<file path="config.mk">
export PLATFORM = sky130hd
export DESIGN_NAME = wwdr_top
export DESIGN_NICKNAME = d
export VERILOG_FILES = /design/src/rtl/wwdr_pkg.sv /design/src/rtl/wwdr_lp_if.sv /design/src/rtl/wwdr_lp_domain.sv /design/src/rtl/wwdr_top.sv
export VERILOG_INCLUDE_DIRS = /design/src /design/src/rtl
export SDC_FILE = /design/constraint.sdc
export NUM_CORES = 1
export LEC_CHECK = 0
export ABC_AREA = 1
export BUFFER_PORTS_ARGS = -buffer_cell sky130_fd_sc_hd__buf_2
export CAP_MARGIN = 10
export CORE_MARGIN = 1.5
export CORE_UTILIZATION = 40
export DETAILED_ROUTE_END_ITERATION = 8
export PLACE_DENSITY = 0.67
export SLEW_MARGIN = 20
export SYNTH_ARGS = -nofsm -noshare
export SYNTH_HDL_FRONTEND = slang
export SYNTH_SLANG_ARGS = --single-unit
</file>
<file path="constraint.sdc">
create_clock -name hclk -period 3.7 [get_ports hclk]
set_clock_uncertainty 0.05 [all_clocks]
set_input_delay 0.37 -clock hclk [delete_from_list [all_inputs] [get_ports hclk]]
set_output_delay 0.37 -clock hclk [all_outputs]
set_load 0.1 [all_outputs]
</file>
<file path="src/rtl/wwdr_consts.svh">
`ifndef WWDR_CONSTS_SVH
`define WWDR_CONSTS_SVH

// register byte offsets
`define WWDR_OFS_KEY 8'h00
`define WWDR_OFS_DIV 8'h04
`define WWDR_OFS_RELOAD 8'h08
`define WWDR_OFS_STATUS 8'h0c
`define WWDR_OFS_WINDOW 8'h10

// key command codes
`define WWDR_KEY_RELOAD 16'haaaa
`define WWDR_KEY_START 16'hcccc

// reset values of the low-power domain copies
`define WWDR_DIV_RST 12'h000
`define WWDR_RELOAD_RST 12'hfff
`define WWDR_WINDOW_RST 12'hfff

// field layout
`define WWDR_VAL_W 12
`define WWDR_DIV_W 3
`define WWDR_KEY_W 16
`define WWDR_PEND_DIV 0
`define WWDR_PEND_RELOAD 1
`define WWDR_PEND_WINDOW 2
`define WWDR_NUM_PEND 3

// slow clock ticks a transfer into the low-power domain takes, at most 5
`define WWDR_LP_TICKS 3
`define WWDR_LP_TICKS_MAX 5

// prescaler: divide by 4 << field, field values above 6 saturate at /256
`define WWDR_DIV_BASE 9'h004
`define WWDR_DIV_SAT 3'h6

`endif

</file>
<file path="src/rtl/wwdr_pkg.sv">
package wwdr_pkg;
  typedef enum logic [1:0] {
    WWDR_STOPPED,
    WWDR_RUNNING,
    WWDR_FIRED
  } wwdr_state_t;

  typedef logic [11:0] wwdr_val_t;
endpackage : wwdr_pkg

</file>
<file path="src/rtl/wwdr_lp_if.sv">
`timescale 1ns/1ps
`default_nettype none
interface wwdr_lp_if;
  logic ce;
  logic rc_tick;
  logic standby;
  logic [2:0] wr_req;
  wwdr_pkg::wwdr_val_t wr_data;
  logic [2:0] pend;
  wwdr_pkg::wwdr_val_t div_val;
  wwdr_pkg::wwdr_val_t reload_val;
  wwdr_pkg::wwdr_val_t window_val;

  modport ctrl (
    output ce, rc_tick, standby, wr_req, wr_data,
    input pend, div_val, reload_val, window_val
  );
  modport lp (
    input ce, rc_tick, standby, wr_req, wr_data,
    output pend, div_val, reload_val, window_val
  );
endinterface : wwdr_lp_if
`default_nettype wire

</file>
<file path="src/rtl/wwdr_lp_domain.sv">
`timescale 1ns/1ps
`default_nettype none
`include "wwdr_consts.svh"
module wwdr_lp_domain #(
  parameter int TICKS = `WWDR_LP_TICKS
) (
  // clock and reset
  input wire logic hclk,
  input wire logic hresetn,
  // towards the bus-side logic
  wwdr_lp_if.lp lp
);
  localparam logic [2:0][11:0] RST_VALS = {`WWDR_WINDOW_RST, `WWDR_RELOAD_RST, `WWDR_DIV_RST};
  localparam logic [2:0] LAST_TICK = 3'(TICKS - 1);

  if (TICKS < 1 || TICKS > `WWDR_LP_TICKS_MAX) begin : g_bad_ticks
    $error("wwdr_lp_domain: TICKS must lie in 1..5");
  end

  wwdr_pkg::wwdr_val_t val_reg [3];
  wwdr_pkg::wwdr_val_t hold_reg [3];
  logic [2:0] tick_cnt_reg [3];
  logic [2:0] pend_reg;

  for (genvar i = 0; i < 3; i++) begin : g_field
    always_ff @(posedge hclk or negedge hresetn) begin
      if (!hresetn) begin
        val_reg[i] <= RST_VALS[i];
        hold_reg[i] <= 12'h000;
        tick_cnt_reg[i] <= 3'h0;
        pend_reg[i] <= 1'b0;
      end else if (lp.ce) begin
        // a write while pending is dropped: it may not take effect
        if (lp.wr_req[i] && !pend_reg[i]) begin
          pend_reg[i] <= 1'b1;
          hold_reg[i] <= lp.wr_data;
          tick_cnt_reg[i] <= 3'h0;
        end else if (pend_reg[i] && lp.rc_tick) begin
          if (tick_cnt_reg[i] == LAST_TICK) begin
            val_reg[i] <= hold_reg[i];
            pend_reg[i] <= 1'b0;
          end else begin
            tick_cnt_reg[i] <= tick_cnt_reg[i] + 3'h1;
          end
        end
        // standby wipes the copies; the status flags are not touched by it
        if (lp.standby) begin
          val_reg[i] <= RST_VALS[i];
        end
      end
    end
  end

  assign lp.pend = pend_reg;
  assign lp.div_val = val_reg[`WWDR_PEND_DIV];
  assign lp.reload_val = val_reg[`WWDR_PEND_RELOAD];
  assign lp.window_val = val_reg[`WWDR_PEND_WINDOW];
endmodule : wwdr_lp_domain
`default_nettype wire

</file>
<file path="src/rtl/wwdr_top.sv">
// Operation
// - window register holds 12-bit limit, upper bits zero, reset to 0xfff by standby.
// - window limit is compared with the down-counter as upper bound for refresh.
// - reload while running only safe when counter below limit and above zero, else reset.
// - window read returns low-power domain copy, valid once update flag clears.
// - reload key loads down-counter with programmed reload value.
// - update flag set on write start, cleared when value lands, at most five slow ticks.
`timescale 1ns/1ps
`default_nettype none
`include "wwdr_consts.svh"
module wwdr_top #(
  parameter int LP_TICKS = `WWDR_LP_TICKS
) (
  // clock, reset, enable
  input wire logic hclk,
  input wire logic hresetn,
  input wire logic ce,
  // ahb-lite slave
  input wire logic hsel,
  input wire logic [31:0] haddr,
  input wire logic [1:0] htrans,
  input wire logic hwrite,
  input wire logic [2:0] hsize,
  input wire logic [31:0] hwdata,
  input wire logic hready,
  output logic [31:0] hrdata,
  output logic hreadyout,
  output logic hresp,
  // slow oscillator pin and power state
  input wire logic rc_clk_pin,
  input wire logic standby,
  // watchdog result
  output logic wdg_reset_req,
  output logic wdg_running
);
  wwdr_lp_if lp_bus ();

  wwdr_lp_domain #(
    .TICKS(LP_TICKS)
  ) u_lp (
    .hclk(hclk),
    .hresetn(hresetn),
    .lp(lp_bus.lp)
  );

  // slow clock pin: three stages, a rising edge counts once stages two and three agree
  logic [2:0] rc_sync_reg;
  logic rc_level_reg;
  wire logic rc_tick;

  always_ff @(posedge hclk or negedge hresetn) begin
    if (!hresetn) begin
      rc_sync_reg <= 3'h0;
      rc_level_reg <= 1'b0;
    end else if (ce) begin
      rc_sync_reg <= {rc_sync_reg[1:0], rc_clk_pin};
      if (rc_sync_reg[1] == rc_sync_reg[2]) begin
        rc_level_reg <= rc_sync_reg[2];
      end
    end
  end

  // the accepted level only moves on agreement, so a one-cycle glitch is not a tick
  assign rc_tick = rc_sync_reg[1] & rc_sync_reg[2] & ~rc_level_reg;

  // ahb address phase capture
  wire logic addr_phase;
  logic wr_pend_reg;
  logic [7:0] wr_addr_reg;

  assign addr_phase = hsel & htrans[1] & hready;

  always_ff @(posedge hclk or negedge hresetn) begin
    if (!hresetn) begin
      wr_pend_reg <= 1'b0;
      wr_addr_reg <= 8'h00;
    end else if (ce) begin
      wr_pend_reg <= addr_phase & hwrite;
      wr_addr_reg <= haddr[7:0];
    end
  end

  // data phase write decode
  wire logic wr_key;
  wire logic wr_div;
  wire logic wr_reload;
  wire logic wr_window;
  wire logic [15:0] key_code;
  wire logic reload_cmd;
  wire logic start_cmd;

  assign wr_key = wr_pend_reg && (wr_addr_reg == `WWDR_OFS_KEY);
  assign wr_div = wr_pend_reg && (wr_addr_reg == `WWDR_OFS_DIV);
  assign wr_reload = wr_pend_reg && (wr_addr_reg == `WWDR_OFS_RELOAD);
  assign wr_window = wr_pend_reg && (wr_addr_reg == `WWDR_OFS_WINDOW);
  assign key_code = hwdata[`WWDR_KEY_W-1:0];
  assign reload_cmd = wr_key && (key_code == `WWDR_KEY_RELOAD);
  assign start_cmd = wr_key && (key_code == `WWDR_KEY_START);

  // writes cross into the low-power domain copy
  assign lp_bus.ce = ce;
  assign lp_bus.rc_tick = rc_tick;
  assign lp_bus.standby = standby;
  assign lp_bus.wr_req = {wr_window, wr_reload, wr_div};
  assign lp_bus.wr_data = hwdata[`WWDR_VAL_W-1:0];

  // prescaler from the divider field
  wire logic [2:0] div_field;
  wire logic [2:0] div_eff;
  wire logic [7:0] div_last;
  logic [7:0] pre_cnt_reg;
  wire logic cnt_tick;

  assign div_field = lp_bus.div_val[`WWDR_DIV_W-1:0];
  assign div_eff = (div_field > `WWDR_DIV_SAT) ? `WWDR_DIV_SAT : div_field;
  assign div_last = 8'((`WWDR_DIV_BASE << div_eff) - 9'h001);
  assign cnt_tick = rc_tick && (pre_cnt_reg == div_last);

  // down-counter and window compare
  wwdr_pkg::wwdr_state_t state_reg;
  wwdr_pkg::wwdr_state_t state_next;
  wwdr_pkg::wwdr_val_t cnt_reg;
  wwdr_pkg::wwdr_val_t cnt_next;
  wire logic in_window;

  // the limit is an upper bound; equal to it is already too early
  assign in_window = (cnt_reg < lp_bus.window_val) && (cnt_reg != 12'h000);

  always_comb begin
    state_next = state_reg;
    cnt_next = cnt_reg;
    unique case (state_reg)
      wwdr_pkg::WWDR_STOPPED: begin
        if (start_cmd || reload_cmd) begin
          cnt_next = lp_bus.reload_val;
        end
        if (start_cmd) begin
          state_next = wwdr_pkg::WWDR_RUNNING;
        end
      end
      wwdr_pkg::WWDR_RUNNING: begin
        if (reload_cmd) begin
          if (in_window) begin
            cnt_next = lp_bus.reload_val;
          end else begin
            state_next = wwdr_pkg::WWDR_FIRED;
          end
        end else if (cnt_tick) begin
          if (cnt_reg == 12'h000) begin
            state_next = wwdr_pkg::WWDR_FIRED;
          end else begin
            cnt_next = cnt_reg - 12'h001;
          end
        end
      end
      wwdr_pkg::WWDR_FIRED: begin
        // held until the system reset that this request causes
        state_next = wwdr_pkg::WWDR_FIRED;
      end
      default: begin
        state_next = wwdr_pkg::WWDR_FIRED;
      end
    endcase
  end

  always_ff @(posedge hclk or negedge hresetn) begin
    if (!hresetn) begin
      state_reg <= wwdr_pkg::WWDR_STOPPED;
      cnt_reg <= `WWDR_RELOAD_RST;
      pre_cnt_reg <= 8'h00;
    end else if (ce) begin
      state_reg <= state_next;
      cnt_reg <= cnt_next;
      if (rc_tick) begin
        pre_cnt_reg <= (pre_cnt_reg == div_last) ? 8'h00 : pre_cnt_reg + 8'h01;
      end
    end
  end

  // read data is built in the address phase so it stands in the data phase
  wire logic [2:0] pend_view;
  logic [31:0] rdata_next;

  // a write in its data phase already shows as pending to a read right behind it
  assign pend_view = lp_bus.pend | (lp_bus.wr_req & ~lp_bus.pend);

  always_comb begin
    rdata_next = 32'h0000_0000;
    unique case (haddr[7:0])
      `WWDR_OFS_DIV: rdata_next[`WWDR_DIV_W-1:0] = div_field;
      `WWDR_OFS_RELOAD: rdata_next[`WWDR_VAL_W-1:0] = lp_bus.reload_val;
      `WWDR_OFS_STATUS: rdata_next[`WWDR_NUM_PEND-1:0] = pend_view;
      `WWDR_OFS_WINDOW: rdata_next[`WWDR_VAL_W-1:0] = lp_bus.window_val;
      default: rdata_next = 32'h0000_0000;
    endcase
  end

  always_ff @(posedge hclk or negedge hresetn) begin
    if (!hresetn) begin
      hrdata <= 32'h0000_0000;
      hreadyout <= 1'b0;
      hresp <= 1'b0;
      wdg_reset_req <= 1'b0;
      wdg_running <= 1'b0;
    end else if (ce) begin
      if (addr_phase && !hwrite) begin
        hrdata <= rdata_next;
      end
      hreadyout <= 1'b1;
      hresp <= 1'b0;
      wdg_reset_req <= (state_next == wwdr_pkg::WWDR_FIRED);
      wdg_running <= (state_next == wwdr_pkg::WWDR_RUNNING);
    end
  end
endmodule : wwdr_top
`default_nettype wire

</file>
## After elaboration in Yosys (flattened, before gate mapping)

Cells that the tools add are included.

| word-level totals | value |
|---|---|
| register bits after elaboration | 116 |
| output and inout port bits | 36 |

| operators by class | value |
|---|---|
| $add $sub $neg | 6 |
| $lt $le $gt $ge | 2 |
| equal/unequal tests | 27 |
| shift operators | 1 |
| mux-type cells | 46 |
| bitwise operators | 9 |
| reductions and logical operators | 53 |

Operators with widths:

| kind | number |
|---|---|
| 12-bit two-way mux | 13 |
| 3-bit two-way mux | 14 |
| 16-bit equality test (second input constant) | 2 |
| 2-bit nonzero test | 13 |
| 8-bit by 4-bit equality test with 1-bit output (second input constant) | 3 |
| 12-bit case mux with 2 select lines | 1 |
| 9-bit case mux with 2 select lines | 1 |
| 3-bit AND reduction | 6 |
| 8-bit by 3-bit equality test with 1-bit output (second input constant) | 2 |
| 8-bit by 5-bit equality test with 1-bit output (second input constant) | 2 |
| 1-bit logical AND | 15 |
| 12-bit logical NOT | 1 |
| 12-bit < comparator | 1 |
| 3-bit case mux with 4 select lines | 1 |
| 2-bit AND reduction | 6 |
| 4-bit AND reduction | 3 |
| 12-bit nonzero test | 1 |
| 12-bit by 1-bit subtractor with 12-bit output (second input constant) | 1 |
| 2-bit two-way mux | 5 |
| 3-bit by 1-bit adder with 3-bit output (second input constant) | 3 |
| 3-bit by 2-bit equality test with 1-bit output (second input constant) | 3 |
| 1-bit two-way mux | 9 |
| 3-bit != test (second input constant) | 3 |
| 8-bit by 1-bit adder with 8-bit output (second input constant) | 1 |
| other kinds (21) | 34 |

## Logic depth before layout (Yosys ltp)

| logic depth | value |
|---|---|
| depth after elaboration | 10 |
| gate-level depth with buffers | 15 |
| depth with buffers taken out | 14 |

## Hierarchy

From an unflattened synthesis, not the netlist that was laid out.

| unflattened totals | value |
|---|---|
| cell total of the unflattened synthesis | 1002 |
| area total of the unflattened synthesis | 7592.3 um^2 |

Modules (own cells, without submodules):

| module | instances | cells each | area each (um^2) | seq. area each (um^2) |
|---|---|---|---|---|
| wwdr_lp_domain | 1 | 430 | 3826.2 | 2132.0 |
| wwdr_top | 1 | 572 | 3766.1 | 1266.2 |

## Least setup slack after synthesis

No wires, ideal clock.

| timing path | value |
|---|---|
| path kind | register -> register |
| start point | register u_lp.val_reg (netlist bit u_lp.lp.window_val[11]) |
| end point | register cnt_reg[2] |
| data arrival time | 1819 ps |
| required time | 3574 ps |
| path slack | 1755 ps |
| stages on the path, launching flop included | 16 |
| buffers on the path | 1 |
| clock period less this slack | 1945 ps |
| cell sequence | dfstp_2 > inv_1 > ha_1 > nand2_1 > inv_1 > nand2_1 > nand2_1 > a21oi_1 > nand3_2 > nand2_2 > nand2_2 > inv_2 > nand3_2 > buf_6 > nand2_1 > nand2_1 |

| on the way | value |
|---|---|
| cells in the longest elaborated chain, start to end | 4 |

Ends and longest elaborated chain:

| item | line | RTL |
|---|---|---|
| start: declaration | wwdr_lp_domain.sv:20 | `wwdr_pkg::wwdr_val_t val_reg [3];` |
| start signal: indexed assignment | wwdr_lp_domain.sv:28 | `val_reg[i] <= RST_VALS[i];` |
| start signal: indexed assignment | wwdr_lp_domain.sv:40 | `val_reg[i] <= hold_reg[i];` |
| start signal: indexed assignment | wwdr_lp_domain.sv:48 | `val_reg[i] <= RST_VALS[i];` |
| 12-bit < comparator | wwdr_top.sv:127 | `assign in_window = (cnt_reg < lp_bus.window_val) && (cnt_reg != 12'h000);` |
| 1-bit logical AND | wwdr_top.sv:127 |  |
| 3-bit != test (no line) | n/a |  |
| 6-bit AND reduction (no line) | n/a |  |
| end signal: assignment | wwdr_top.sv:169 | `` cnt_reg <= `WWDR_RELOAD_RST; `` |
| end signal: assignment | wwdr_top.sv:173 | `cnt_reg <= cnt_next;` |
| end: declaration | wwdr_top.sv:122 | `wwdr_pkg::wwdr_val_t cnt_reg;` |

Every way passes these cells.
A chain may end at the register's enable or synchronous reset.

## Worst setup path after layout

| timing path | value |
|---|---|
| start point | register u_lp.val_reg (netlist bit u_lp.lp.div_val[2]) |
| end point | register cnt_reg[6] |

| on the way | value |
|---|---|
| cells in the longest elaborated chain, start to end | 8 |

Ends and longest elaborated chain:

| item | line | RTL |
|---|---|---|
| 3-bit greater-than comparator (no line) | n/a |  |
| 3-bit two-way mux (*) | wwdr_top.sv:115 | `` assign div_eff = (div_field > `WWDR_DIV_SAT) ? `WWDR_DIV_SAT : div_field; `` |
| 3-bit by 3-bit left shift with 8-bit output (no line) (*) | n/a |  |
| 8-bit by 1-bit subtractor with 8-bit output (*) | wwdr_top.sv:116 | `` assign div_last = 8'((`WWDR_DIV_BASE << div_eff) - 9'h001); `` |
| 8-bit equality test (*) | wwdr_top.sv:117 | `assign cnt_tick = rc_tick && (pre_cnt_reg == div_last);` |
| 1-bit logical AND (*) | wwdr_top.sv:117 |  |
| 3-bit != test (no line) (*) | n/a |  |
| 6-bit AND reduction (no line) (*) | n/a |  |

Mark *: on every way between the ends. The rest lies on a longest branch, timed or not.

==> impl_metrics.env <==
export IMPL_reg2reg_to="cnt_reg[6]"
export IMPL_layout_cells_non_filler=1108
export IMPL_crit_chain="inv_2 > nand2_1 > nand2_1 > nand2_1 > nor3_1 > nand4_1 > nand2_2 > nand3_2 > nand2_1 > nand2_1"
export IMPL_synth_xor_area_share_pct=1.50
export IMPL_r2r_slack_ns=1.29
export IMPL_seq_area_frac_synth_pct=46.0
export IMPL_hold_depth=3
export IMPL_grt_pass1_wl_mm=24.9
export IMPL_finalPower_mw=3.90
export IMPL_path_delay_family="simple AND/OR/NAND/NOR gates"
export IMPL_synthAdderAreaFrac_pct=3.90
export IMPL_rr_worst_depth=10
export IMPL_synth_top_family_by_area="simple AND/OR/NAND/NOR gates"
export IMPL_area_delta_synth_final_pct=15.0
export IMPL_h_tree_depth=4
export IMPL_setup_viol=0
export IMPL_netlist_area_leader_share_pct=31.2
export IMPL_slowest_stage="dfrtp_1"
export IMPL_async_flop_share_pct=100
export IMPL_largest_reg_flops=27
export IMPL_hold_class="in2reg"
export IMPL_cpMostUsedCell="nand2_1"
export IMPL_die_x_um=130
export IMPL_leakage_nw=3.73
export IMPL_p_seq_share_pct=39.5
export IMPL_crit_arrival_ns=2.71
export IMPL_dp_cells=1075
export IMPL_grt_max_degree=52
export IMPL_io_buffers=47
export IMPL_grt_total_usage_pct=19.7
export IMPL_ctsResizeCount=0
export IMPL_critical_path_max_stage_delay_ns=0.48
export IMPL_rsz0062_at_grt="false"
export IMPL_cts_buffers=17
export IMPL_dp_hpwl_mm=11.2
export IMPL_placementRows=46
export IMPL_fin_crit_sh_pct=65.1
export IMPL_cts_reportedPaths_clkPinSlew_ns=0.05
export IMPL_dpl_cell_area_mm2=0.00679
export IMPL_powerDensity_mw_per_mm2=529
export IMPL_cp_startpoint="u_lp.lp.div_val[2]"
export IMPL_relSlewSlack_pct=44.4
export IMPL_synth_area_top_cells="dfrtp_1 (31%), dfstp_2 (15%), nand2_1 (13%)"
export IMPL_drt_pass1_iter_count=4
export IMPL_synth_simple_gate_area_share_pct=25.6
export IMPL_post_cts_buffers=0
export IMPL_whs_endpoint="wr_addr_reg[1]"
export IMPL_min_delay_start="haddr[1]"
export IMPL_coreArea_mm2=0.0158
export IMPL_synth_most_common_cell="nand2_1"
export IMPL_ir_drop_v=0.000310
export IMPL_initial_core_util_pct=40.7
export IMPL_io_pin_count=113
export IMPL_vias=5457
export IMPL_hold_viol_final=0
export IMPL_crit_type="reg2reg"
export IMPL_drt_first_iter_violations=289
export IMPL_finalCriticalPeriod_ns=2.41
export IMPL_yosys_warnings=0
export IMPL_postSynthCellCount=826
export IMPL_drt_total_wl_mm=15.4
export IMPL_fmax_mhz=415
export IMPL_drt_wirelength_per_cell_um=13.9
export IMPL_setup_slack_ns=1.29
export IMPL_overflow=0
export IMPL_ys_types=36
export IMPL_drv_slew=0
export IMPL_hold_buffers=1
export IMPL_outcome="completed"
export IMPL_antenna_found_initial=0
export IMPL_netlist_area_mm2=0.00641
export IMPL_cts_sinks=116
export IMPL_ant_nets=0
export IMPL_clockRootBuffer="clkbuf_16"
export IMPL_synth_commonest_cells="nand2_1 (227), o21ai_0 (104), inv_1 (102)"
export IMPL_crit_fanout=13
export IMPL_cp_end_kind="flop"
export IMPL_pre_cts_slack_ns=1.33
export IMPL_cts_tree="done"
export IMPL_maxCapViolCount=0
export IMPL_yosysTopAreaCell="dfrtp_1"
export IMPL_clkPwrFrac_pct=41.7
export IMPL_fp_dieH_um=130
export IMPL_nets=976
export IMPL_cp_num_buf_inv=1
export IMPL_dieArea_mm2=0.0168
export IMPL_synth_compound_area_share_pct=12.5
export IMPL_swShare_pct=31.5
export IMPL_setup_tns_ns=0
export IMPL_layout_drive_gt1_share_pct=16.1
export IMPL_synth_ff_type="dfrtp_1"
export IMPL_worstReg2RegStart="u_lp.lp.div_val[2]"
export IMPL_internal_power_mw=2.67
export IMPL_clkLatencyLatePin_ns=0.42
export IMPL_required_ns=4.00
export IMPL_synth_mux_area_share_pct=0
export IMPL_p_comb_share_pct=18.8
export IMPL_stdcell_area_mm2=0.00737
export IMPL_n_antenna_cell=0
export IMPL_switchingPower_mw=1.23
export IMPL_syn_avg_cell_area_um2=7.76
export IMPL_route_detailed_drc=0
export IMPL_place_gp_congestion=0.886
export IMPL_worst_setup_path_start_kind="flop"
export IMPL_synth_edff_count=0
export IMPL_grt_pass1_vias=4958
export IMPL_drt_vias_per_instance=4.93
export IMPL_clockBufferDepth=2
export IMPL_synth_seq_cells=116
export IMPL_worst_pin_slew_ns=0.834
==> layout make-up <==
type	count	area, µm²
Tap cell	216	270
Fill cell	1591	8400
Multi-Input combinational cell	580	2870
Clock buffer	20	437
Inverter	110	413
Timing Repair Buffer	54	293
Sequential cell	116	2950
Clock inverter	12	140
==> cells in the final DEF (no fill, tap or decap), types with 17 or more instances in the layout <==
cell and n:
buf_2 46, nand2_1 227, clkbuf_16 17, nand3_1 31, inv_1 102, nor2_1 63
ha_1 20, dfstp_2 36, nand4_1 22, conb_1 21, dfrtp_1 80, o21ai_0 104
==> stage by stage <==
| step | hold WS, ns | utilization, % |
|---|---|---|
| final | 0.107 | 46.8 |
| after global routing | 0.131 | 46.8 |
| after CTS | 0.0979 | 46.8 |
| after detailed placement | 0.394 | 43.0 |
| after global placement | 0.403 | 43.0 |
| after floorplan | 0.0244 | - |
==> cell families after synthesis <==
group	count (synthesis)
adders and majority gates	20
and+or+nand+nor	382
xor gates and xnor gates	11
other	1
AOI/OAI and AO/OA	146
buffers and inverters	150
DFF	116
==> how the worst max path moves through the flow <==
stage / end / cells after the start
floorplan: cnt_reg[2] / 15
global placement: cnt_reg[1] / 11
detailed placement: cnt_reg[2] / 12
CTS: cnt_reg[6] / 10
global route: cnt_reg[6] / 10
finish: cnt_reg[6] / 10
==> worst register-to-register path, stage by stage, from the launching register on <==
cell and delay (ns):
dfrtp_1 0.48, inv_2 0.11, nand2_1 0.09, nand2_1 0.06, nand2_1 0.05, nor3_1 0.44
nand4_1 0.26, nand2_2 0.29, nand3_2 0.30, nand2_1 0.14, nand2_1 0.06
==> routing by layer <==
metal | share of wire (%) | track usage, % | wire length, µm | vias to the layer above
met2 | 44 | 28.7 | 6730 | 132
met4 | 2.0 | 8.04 | 302 | 0
met1 | 50 | 28.1 | 7650 | 2559
met5 | 0 | 0 | 0 | -
met3 | 5.0 | 4.54 | 769 | 23
li1 | - | - | - | 2743
==> power groups by stage <==
stage	Clock [mW]	Sequential, mW	Combinational [mW]
2_1_floorplan	0	1.71	0.413
3_3_place_gp	0	1.55	0.717
3_5_place_dp	0	1.56	0.734
4_1_cts	1.65	1.54	0.739
5_1_grt	1.71	1.56	0.816
6_report	1.63	1.54	0.733
Note: power is estimated with default switching activity, not from simulation.
